==> config.mk <==
export PLATFORM = sky130hd
export DESIGN_NAME = ssis_core
export DESIGN_NICKNAME = d
export VERILOG_FILES = /design/src/rtl/ssis_pkg.sv /design/src/rtl/ssis_agen_if.sv /design/src/rtl/ssis_agen.sv /design/src/rtl/ssis_core.sv
export SDC_FILE = /design/constraint.sdc
export NUM_CORES = 1
export LEC_CHECK = 0
export ABC_CLOCK_PERIOD_IN_PS = 5600
export BUFFER_PORTS_ARGS = -buffer_cell sky130_fd_sc_hd__buf_2
export CAP_MARGIN = 25
export CORE_UTILIZATION = 50
export CTS_CLUSTER_SIZE = 16
export DETAILED_ROUTE_END_ITERATION = 7
export GPL_TIMING_DRIVEN = 0
export PLACE_DENSITY_LB_ADDON = 0.25
export SYNTH_ARGS = -nofsm -noshare
export SYNTH_HDL_FRONTEND = slang
export SYNTH_SLANG_ARGS = --single-unit
==> constraint.sdc <==
create_clock -name mclk -period 5.6 [get_ports mclk]
set_input_delay 0 -clock mclk [delete_from_list [all_inputs] [get_ports mclk]]
set_output_delay 0 -clock mclk [all_outputs]
set_load 0.02 [all_outputs]
==> src/rtl/ssis_pkg.sv <==
package ssis_pkg;

  typedef enum logic [3:0] {
    OP_NONE        = 4'h0,
    OP_IND_WR      = 4'h1,
    OP_POSTINC_WR  = 4'h2,
    OP_PREDEC_WR   = 4'h3,
    OP_OFFSET_WR   = 4'h4,
    OP_ABS_WR      = 4'h5,
    OP_CODE_RD_R0  = 4'h6,
    OP_CODE_RD     = 4'h7,
    OP_CODE_RD_INC = 4'h8,
    OP_CODE_WR     = 4'h9,
    OP_PUSH        = 4'hA,
    OP_POP         = 4'hB,
    OP_IO_IN       = 4'hC,
    OP_IO_OUT      = 4'hD,
    OP_WDOG        = 4'hE
  } ssis_op_t;

  typedef enum logic [2:0] {
    ST_IDLE = 3'b001,
    ST_MEM  = 3'b010,
    ST_WAIT = 3'b100
  } ssis_state_t;

  localparam int unsigned CYC_DATA_WR = 2;
  localparam int unsigned CYC_CODE_RD = 3;
  localparam int unsigned CYC_CODE_WR = 2;
  localparam int unsigned CYC_STACK   = 2;
  localparam int unsigned CYC_SINGLE  = 1;

  localparam logic [4:0]  WORK_ZERO_IDX = 5'h00;
  localparam logic [4:0]  WORK_ONE_IDX  = 5'h01;
  localparam logic [4:0]  PTR_LO_IDX    = 5'h1E;
  localparam logic [4:0]  PTR_HI_IDX    = 5'h1F;
  localparam logic [15:0] SP_RESET      = 16'h03FF;
  localparam logic [7:0]  REG_RESET     = 8'h00;

endpackage : ssis_pkg

==> src/rtl/ssis_agen_if.sv <==
`timescale 1ns/10ps
interface ssis_agen_if;
  import ssis_pkg::*;
  ssis_op_t    op;
  logic [15:0] ptr;
  logic [15:0] sp;
  logic [5:0]  disp;
  logic [15:0] abs_addr;
  logic [15:0] addr;
  logic [15:0] ptr_next;
  logic [15:0] sp_next;

  modport core (output op, ptr, sp, disp, abs_addr, input addr, ptr_next, sp_next);
  modport agen (input op, ptr, sp, disp, abs_addr, output addr, ptr_next, sp_next);
endinterface : ssis_agen_if

==> src/rtl/ssis_agen.sv <==
`timescale 1ns/10ps
module ssis_agen (
  ssis_agen_if.agen a
);
  import ssis_pkg::*;

  always_comb begin
    a.addr     = a.ptr;
    a.ptr_next = a.ptr;
    a.sp_next  = a.sp;
    case (a.op)
      OP_POSTINC_WR: begin
        a.ptr_next = a.ptr + 16'h0001;
      end
      OP_PREDEC_WR: begin
        a.addr     = a.ptr - 16'h0001;
        a.ptr_next = a.ptr - 16'h0001;
      end
      OP_OFFSET_WR: begin
        a.addr = a.ptr + {10'h000, a.disp};
      end
      OP_ABS_WR: begin
        a.addr = a.abs_addr;
      end
      OP_CODE_RD_INC: begin
        a.ptr_next = a.ptr + 16'h0001;
      end
      OP_PUSH: begin
        a.addr    = a.sp;
        a.sp_next = a.sp - 16'h0001;
      end
      OP_POP: begin
        // Stack grows down, top byte sits just above the pointer
        a.addr    = a.sp + 16'h0001;
        a.sp_next = a.sp + 16'h0001;
      end
      default: begin
        a.addr = a.ptr;
      end
    endcase
  end

endmodule : ssis_agen

==> src/rtl/ssis_core.sv <==
// Functional notes
// - Post-increment write stores source at pointer, then pointer plus one; 2 cycles.
// - Pre-decrement write lowers pointer first, stores at new address; 2 cycles.
// - Offset write stores at pointer plus displacement, pointer unchanged; 2 cycles.
// - Absolute write stores at address from instruction word; 2 cycles.
// - Code read loads byte at pointer into register or zero; optional increment; 3 cycles.
// - Code write sends work one:work zero word to program memory at pointer.
// - Push places source register on stack in 2 cycles.
// - Pop returns top stack byte into destination register in 2 cycles.
// - Watchdog restart takes one cycle and pulses the watchdog.
// - Port B pin three is pulled low while the low-power oscillator stops.
// - Watchdog enable or any other demand starts the low-power oscillator.
`timescale 1ns/10ps
module ssis_core #(
  parameter logic [15:0] SP_INIT = ssis_pkg::SP_RESET
) (
  input  wire logic               mclk,
  input  wire logic               srst,
  input  wire logic               instr_valid,
  output      logic               instr_ready,
  input  wire ssis_pkg::ssis_op_t instr_op,
  input  wire logic [4:0]         instr_reg,
  input  wire logic [5:0]         instr_disp,
  input  wire logic [15:0]        instr_addr,
  input  wire logic [5:0]         instr_io,
  output      logic               instr_done,
  output      logic [15:0]        dm_addr,
  output      logic [7:0]         dm_wdata,
  output      logic               dm_we,
  output      logic               dm_re,
  input  wire logic [7:0]         dm_rdata,
  output      logic [15:0]        pm_addr,
  output      logic [15:0]        pm_wdata,
  output      logic               pm_we,
  output      logic               pm_re,
  input  wire logic [7:0]         pm_rdata,
  output      logic [5:0]         io_addr,
  output      logic [7:0]         io_wdata,
  output      logic               io_we,
  output      logic               io_re,
  input  wire logic [7:0]         io_rdata,
  input  wire logic               rf_wr_en,
  input  wire logic [4:0]         rf_wr_addr,
  input  wire logic [7:0]         rf_wr_data,
  input  wire logic [4:0]         rf_rd_addr,
  output      logic [7:0]         rf_rd_data,
  output      logic [15:0]        stack_ptr,
  output      logic               watchdog_restart,
  input  wire logic               wdt_enable,
  input  wire logic               osc_demand,
  output      logic               low_power_oscillator_run,
  input  wire logic               port_b_pin_three_in,
  output      logic               port_b_pin_three_out,
  output      logic               port_b_pin_three_oe,
  output      logic               port_b_pin_three_data
);
  import ssis_pkg::*;

  ssis_state_t state_q;
  ssis_op_t    op_q;
  logic [4:0]  dest_q;
  logic [7:0]  rf_q [32];
  logic [15:0] sp_q;
  logic [15:0] dm_addr_q, pm_addr_q, pm_wdata_q;
  logic [7:0]  dm_wdata_q, io_wdata_q, rf_rd_q, pin_data_q;
  logic [5:0]  io_addr_q;
  logic        dm_we_q, dm_re_q, pm_we_q, pm_re_q, io_we_q, io_re_q;
  logic        wdog_q, done_q, osc_run_q;
  logic        accept;
  logic [15:0] ptr;
  logic [7:0]  src_val;
  logic [15:0] code_word;
  logic        ptr_upd;
  int unsigned cycles;

  ssis_agen_if ag ();

  ssis_agen u_agen (
    .a (ag.agen)
  );

  assign ptr       = {rf_q[PTR_HI_IDX], rf_q[PTR_LO_IDX]};
  assign src_val   = rf_q[instr_reg];
  assign code_word = {rf_q[WORK_ONE_IDX], rf_q[WORK_ZERO_IDX]};
  assign accept    = instr_valid && instr_ready;

  assign ag.op       = instr_op;
  assign ag.ptr      = ptr;
  assign ag.sp       = sp_q;
  assign ag.disp     = instr_disp;
  assign ag.abs_addr = instr_addr;

  assign ptr_upd = (instr_op == OP_POSTINC_WR) || (instr_op == OP_PREDEC_WR) ||
                   (instr_op == OP_CODE_RD_INC);

  always_comb begin
    case (instr_op)
      OP_CODE_RD_R0, OP_CODE_RD, OP_CODE_RD_INC: cycles = CYC_CODE_RD;
      OP_CODE_WR:                               cycles = CYC_CODE_WR;
      OP_PUSH, OP_POP:                          cycles = CYC_STACK;
      OP_IO_IN, OP_IO_OUT, OP_WDOG, OP_NONE:    cycles = CYC_SINGLE;
      default:                                  cycles = CYC_DATA_WR;
    endcase
  end

  assign instr_ready = (state_q == ST_IDLE);

  // Sequencer: one-cycle ops never leave idle
  always_ff @(posedge mclk) begin
    if (srst) begin
      state_q <= ST_IDLE;
      op_q    <= OP_NONE;
      dest_q  <= 5'h00;
    end else begin
      case (state_q)
        ST_IDLE: begin
          if (accept) begin
            op_q    <= instr_op;
            dest_q  <= (instr_op == OP_CODE_RD_R0) ? WORK_ZERO_IDX : instr_reg;
            state_q <= (cycles > CYC_SINGLE) ? ST_MEM : ST_IDLE;
          end
        end
        ST_MEM:  state_q <= (op_q inside {OP_CODE_RD_R0, OP_CODE_RD, OP_CODE_RD_INC}) ?
                            ST_WAIT : ST_IDLE;
        ST_WAIT: state_q <= ST_IDLE;
        default: state_q <= ST_IDLE;
      endcase
    end
  end

  always_ff @(posedge mclk) begin
    if (srst) begin
      done_q <= 1'b0;
    end else begin
      done_q <= (accept && cycles == CYC_SINGLE) || (state_q == ST_MEM && op_q != OP_CODE_RD_R0
                && op_q != OP_CODE_RD && op_q != OP_CODE_RD_INC) || (state_q == ST_WAIT);
    end
  end
  assign instr_done = done_q;

  // Data memory strobes, issued in the cycle after acceptance
  always_ff @(posedge mclk) begin
    if (srst) begin
      dm_we_q    <= 1'b0;
      dm_re_q    <= 1'b0;
      dm_addr_q  <= 16'h0000;
      dm_wdata_q <= 8'h00;
    end else begin
      dm_we_q <= accept && (instr_op inside {OP_IND_WR, OP_POSTINC_WR, OP_PREDEC_WR,
                 OP_OFFSET_WR, OP_ABS_WR, OP_PUSH});
      dm_re_q <= accept && (instr_op == OP_POP);
      if (accept) begin
        dm_addr_q  <= ag.addr;
        dm_wdata_q <= src_val;
      end
    end
  end

  // Program memory: pointer is a byte address, data comes back one cycle after the read
  always_ff @(posedge mclk) begin
    if (srst) begin
      pm_we_q    <= 1'b0;
      pm_re_q    <= 1'b0;
      pm_addr_q  <= 16'h0000;
      pm_wdata_q <= 16'h0000;
    end else begin
      pm_we_q <= accept && (instr_op == OP_CODE_WR);
      pm_re_q <= accept && (instr_op inside {OP_CODE_RD_R0, OP_CODE_RD, OP_CODE_RD_INC});
      if (accept) begin
        pm_addr_q  <= ptr;
        pm_wdata_q <= code_word;
      end
    end
  end

  always_ff @(posedge mclk) begin
    if (srst) begin
      io_we_q    <= 1'b0;
      io_re_q    <= 1'b0;
      io_addr_q  <= 6'h00;
      io_wdata_q <= 8'h00;
      wdog_q     <= 1'b0;
    end else begin
      io_we_q <= accept && (instr_op == OP_IO_OUT);
      io_re_q <= accept && (instr_op == OP_IO_IN);
      wdog_q  <= accept && (instr_op == OP_WDOG);
      if (accept) begin
        io_addr_q  <= instr_io;
        io_wdata_q <= src_val;
      end
    end
  end

  always_ff @(posedge mclk) begin
    if (srst) begin
      sp_q <= SP_INIT;
    end else if (accept && (instr_op == OP_PUSH || instr_op == OP_POP)) begin
      sp_q <= ag.sp_next;
    end
  end

  // Register file; the sequenced writes override an external write in the same cycle.
  // No status flags live here, so none of these ops can alter them.
  always_ff @(posedge mclk) begin
    if (srst) begin
      for (int i = 0; i < 32; i++) begin
        rf_q[i] <= REG_RESET;
      end
    end else begin
      if (rf_wr_en) begin
        rf_q[rf_wr_addr] <= rf_wr_data;
      end
      if (accept && ptr_upd) begin
        rf_q[PTR_LO_IDX] <= ag.ptr_next[7:0];
        rf_q[PTR_HI_IDX] <= ag.ptr_next[15:8];
      end
      if (state_q == ST_MEM && op_q == OP_POP) begin
        rf_q[dest_q] <= dm_rdata;
      end
      if (state_q == ST_WAIT) begin
        rf_q[dest_q] <= pm_rdata;
      end
      if (io_re_q) begin
        rf_q[dest_q] <= io_rdata;
      end
    end
  end

  always_ff @(posedge mclk) begin
    if (srst) begin
      rf_rd_q <= 8'h00;
    end else begin
      rf_rd_q <= rf_q[rf_rd_addr];
    end
  end

  // Oscillator start and pin pull-down; the pin reads low while the oscillator stops
  always_ff @(posedge mclk) begin
    if (srst) begin
      osc_run_q  <= 1'b0;
      pin_data_q <= 8'h00;
    end else begin
      osc_run_q  <= wdt_enable || osc_demand;
      pin_data_q <= {7'h00, osc_run_q && port_b_pin_three_in};
    end
  end

  assign port_b_pin_three_out     = 1'b0;
  assign port_b_pin_three_oe      = !osc_run_q;
  assign port_b_pin_three_data    = pin_data_q[0];
  assign low_power_oscillator_run = osc_run_q;

  assign dm_addr          = dm_addr_q;
  assign dm_wdata         = dm_wdata_q;
  assign dm_we            = dm_we_q;
  assign dm_re            = dm_re_q;
  assign pm_addr          = pm_addr_q;
  assign pm_wdata         = pm_wdata_q;
  assign pm_we            = pm_we_q;
  assign pm_re            = pm_re_q;
  assign io_addr          = io_addr_q;
  assign io_wdata         = io_wdata_q;
  assign io_we            = io_we_q;
  assign io_re            = io_re_q;
  assign rf_rd_data       = rf_rd_q;
  assign stack_ptr        = sp_q;
  assign watchdog_restart = wdog_q;
endmodule : ssis_core

==> impl_metrics.sql <==
INSERT INTO impl_metrics (metric_group, metric, value, unit) VALUES
('outcome', 'run_status', 'finished clean', ''),
('sta', 'final.period_utilization', '64.13', '%'),
('power_and_ir_drop', 'netSwitchingPower', '2.071', 'mW'),
('synth', 'synth_compound_area_share', '13.32', '%'),
('synth', 'synth-edff-count', '256', ''),
('die', 'boundaryPins', '193', ''),
('synth', 'synth_mux_area_share', '18.27', '%'),
('synth', 'synth_fa_ha_area_share', '0.6530', '%'),
('drt', 'drt-pass1-iter-count', '7', ''),
('cts', 'postCtsSetupBuffers', '0', ''),
('drt', 'postRouteWirelength', '92.01', 'mm'),
('cts', 'cts_root_buffer', 'sky130_fd_sc_hd__clkbuf_16', ''),
('drt', 'dr.max_layer_used', 'met5', ''),
('cts', 'cts-root-to-sink-buffers', '3', ''),
('synth', 'yosys.area_share.simple', '16.17', '%'),
('die', 'placement_rows', '76', ''),
('min_path', 'min_path_cells', '5', ''),
('synth', 'synth_top_area_share', '34.59', '%'),
('synth', 'async_flop_share', '0', '%'),
('setup_path', 'worst-path-max-fanout', '10', ''),
('sta', 'slew_viol_final', '0', ''),
('power_and_ir_drop', 'clkPwrFrac', '40.7', '%'),
('grt', 'grtUsageTotal', '40.76', '%'),
('grt', 'grt_start_max_net_pins', '14', ''),
('setup_path', 'r2r_cells', '9', ''),
('run', 'drv_cap', '0', ''),
('setup_path', 'critPathLaunchType', 'register', ''),
('sta', 'holdWs', '0.001657', 'ns'),
('setup_path', 'critPathLaunch', 'rf_q[30][0]', ''),
('setup_path', 'critical_path.endpoint_type', 'register', ''),
('die', 'die_area', '0.04530', 'mm²'),
('sta', 'finalHoldViolCount', '0', ''),
('synth', 'largest_family_of_logic_cells_by_synthesized_area', 'multiplexers', ''),
('power_and_ir_drop', 'worst_ir_drop_vdd', '192.1', 'µV'),
('sta', 'grt_setup_unrepaired', 'false', ''),
('cts', 'clk-insertion-delay-late', '0.60', 'ns'),
('final_layout', 'most_frequent_cells_in_the_layout', '256 x sky130_fd_sc_hd__edfxtp_1, 253 x sky130_fd_sc_hd__o21ai_0, 240 x sky130_fd_sc_hd__nand2_1', ''),
('synth', 'synth.net_count', '2276', ''),
('final_layout', 'multi_input_comb_area', '0.01130', 'mm²'),
('setup_path', 'arrival', '3.92', 'ns'),
('drt', 'vias', '21100', ''),
('final_layout', 'syn2layout_area_growth', '15.99', '%'),
('die', 'core_footprint', '0.04346', 'mm²'),
('grt', 'globalRouteOverflowTotal', '0', ''),
('power_and_ir_drop', 'internal_power_summed_over_all_cells', '5.123', 'mW'),
('synth', 'ys.flop_type', 'sky130_fd_sc_hd__edfxtp_1', ''),
('final_layout', 'layout_commonest_cell', 'sky130_fd_sc_hd__edfxtp_1', ''),
('cts', 'cts.sink_count', '364', ''),
('placement', 'routabilityCongestion', '1.013', ''),
('synth', 'yosysSeqAreaShare', '44.31', '%'),
('synth', 'synth.ff_latch_count', '364', ''),
('grt', 'first_global_vias', '19660', ''),
('final_layout', 'layout.area.seq', '0.009849', 'mm²'),
('setup_path', 'critical_path.reg2reg.endpoint', 'rf_q[31][2]', ''),
('die', 'initial_utilization', '51.15', '%'),
('drt', 'met2WireLength', '40.33', 'mm'),
('setup_path', 'worst-r2r-setup-slack', '2.01', 'ns'),
('drt', 'detail-route-antenna-nets', '0', ''),
('synth', 'yosysTopAreaCell', 'sky130_fd_sc_hd__edfxtp_1', ''),
('sta', 'slew_at_the_pin_closest_to_its_max_slew_limit', '1.180', 'ns'),
('sta', 'max_freq', '0.2785', 'GHz'),
('drt', 'detail_route.vias_per_cell', '6.856', ''),
('placement', 'dpl.hpwl', '66.96', 'mm'),
('sta', 'fin_worst_skew', '0.01637', 'ns'),
('synth', 'synth.distinct_cells', '79', ''),
('final_layout', 'drive_gt1_share', '19.81', '%'),
('final_layout', 'design.final.nets', '2546', ''),
('cts', 'clk_transition_reported_paths', '0.06', 'ns'),
('synth', 'synth-warning-count', '0', ''),
('die', 'dieWidth', '212.8', 'µm'),
('setup_path', 'worstPathRequired', '5.93', 'ns');
timing repair:
item,4_1_cts,5_1_grt
hold endpoints to repair,56,0
setup endpoints to repair,0,0
hold buffers,37,0
worst max-delay path by stage:
stage | endpoint | slack (ns) | cells past startpoint
after floorplan | rf_q[31][2] | 2.88 | 9
after global placement | rf_q[13][7] | 2.01 | 6
after detailed placement | rf_q[31][2] | 2.13 | 9
after CTS | rf_q[31][2] | 2.11 | 9
after global routing | rf_q[31][2] | 1.96 | 9
final | rf_q[31][2] | 2.01 | 9
sequential cells by signal, indices dropped and copies added, names as in the netlist, 3 cells and up:
signal / cells
stack_ptr: 16
io_wdata: 8
op_q: 4
io_addr: 6
pm_addr: 16
rf_q: 256
pm_wdata: 16
state_q: 3
dest_q: 5
dm_addr: 16
rf_rd_data: 8
worst max-delay path, stage by stage (launching register included):
cell	delay [ns]
sky130_fd_sc_hd__edfxtp_1	0.54
sky130_fd_sc_hd__clkbuf_1	0.41
sky130_fd_sc_hd__inv_1	0.22
sky130_fd_sc_hd__ha_1	0.25
sky130_fd_sc_hd__or4b_2	0.70
sky130_fd_sc_hd__nor4_1	0.52
sky130_fd_sc_hd__a32oi_1	0.14
sky130_fd_sc_hd__xnor2_1	0.19
sky130_fd_sc_hd__a221oi_1	0.28
sky130_fd_sc_hd__a21oi_1	0.07
Yosys cell counts, drive strengths merged (9+ instances only):
library cell,count
edfxtp,256
o21ai,255
nand2,240
nand3,233
clkbuf,154
mux4,144
nor2,129
a21oi,125
dfxtp,108
buf,77
mux2i,63
xnor2,46
inv,25
nor3,25
a211oi,22
a22oi,21
nor2b,18
mux2,16
nand4,14
xor2,14
nor4,13
o221ai,13
a221oi,12
nand2b,12
o22ai,12
or3,11
ha,10
nor3b,9
final cells by class:
type / instances / share of cell area, %
Multi-Input combinational cell: 1559 / 43.83
Sequential cell: 364 / 38.20
Timing Repair Buffer: 225 / 5.285
Clock buffer: 58 / 4.722
Buffer: 231 / 3.815
Tap cell: 585 / 2.839
Clock inverter: 22 / 0.8639
Inverter: 25 / 0.3640
Antenna cell: 8 / 0.07765
power groups by stage:
stage | Clock [mW] | Sequential, mW | Combinational, mW
floorplan | 0 | 3.16 | 0.615
global placement | 0 | 3.15 | 1.07
detailed placement | 0 | 3.15 | 1.08
CTS | 2.91 | 3.10 | 1.10
global route | 3.00 | 3.11 | 1.19
finish | 2.93 | 3.11 | 1.16
stage by stage:
stage               cell area, µm²  worst slack (ns)  cells  utilization [%]
floorplan                    22230             2.881   2179                -
global route                 25770             1.959   3073            59.30
CTS                          25730             2.110   3067            59.21
finish                       25780             2.009   3077            59.33
detailed placement           23920             2.126   2950            55.04
global placement             23860             2.014   2945            54.91
per-layer routing:
layer  vias to the layer above  track usage, %
met5                         -               0
met3                       351           12.59
met1                     10230           52.42
met2                      1729           60.93
met4                         8           23.27
li1                       8775               -
cell families after synthesis:
| kind of cell | count (synthesis) |
|---|---|
| adder cells (fa/ha/maj) | 11 |
| buffers and inverters | 256 |
| multiplexers | 223 |
| other | 1 |
| AND/OR/NAND/NOR | 752 |
| flip-flops | 364 |
| XOR/XNOR | 60 |
| AO/OA/AOI/OAI | 512 |
No activity file was read; power rests on OpenSTA's default activity.
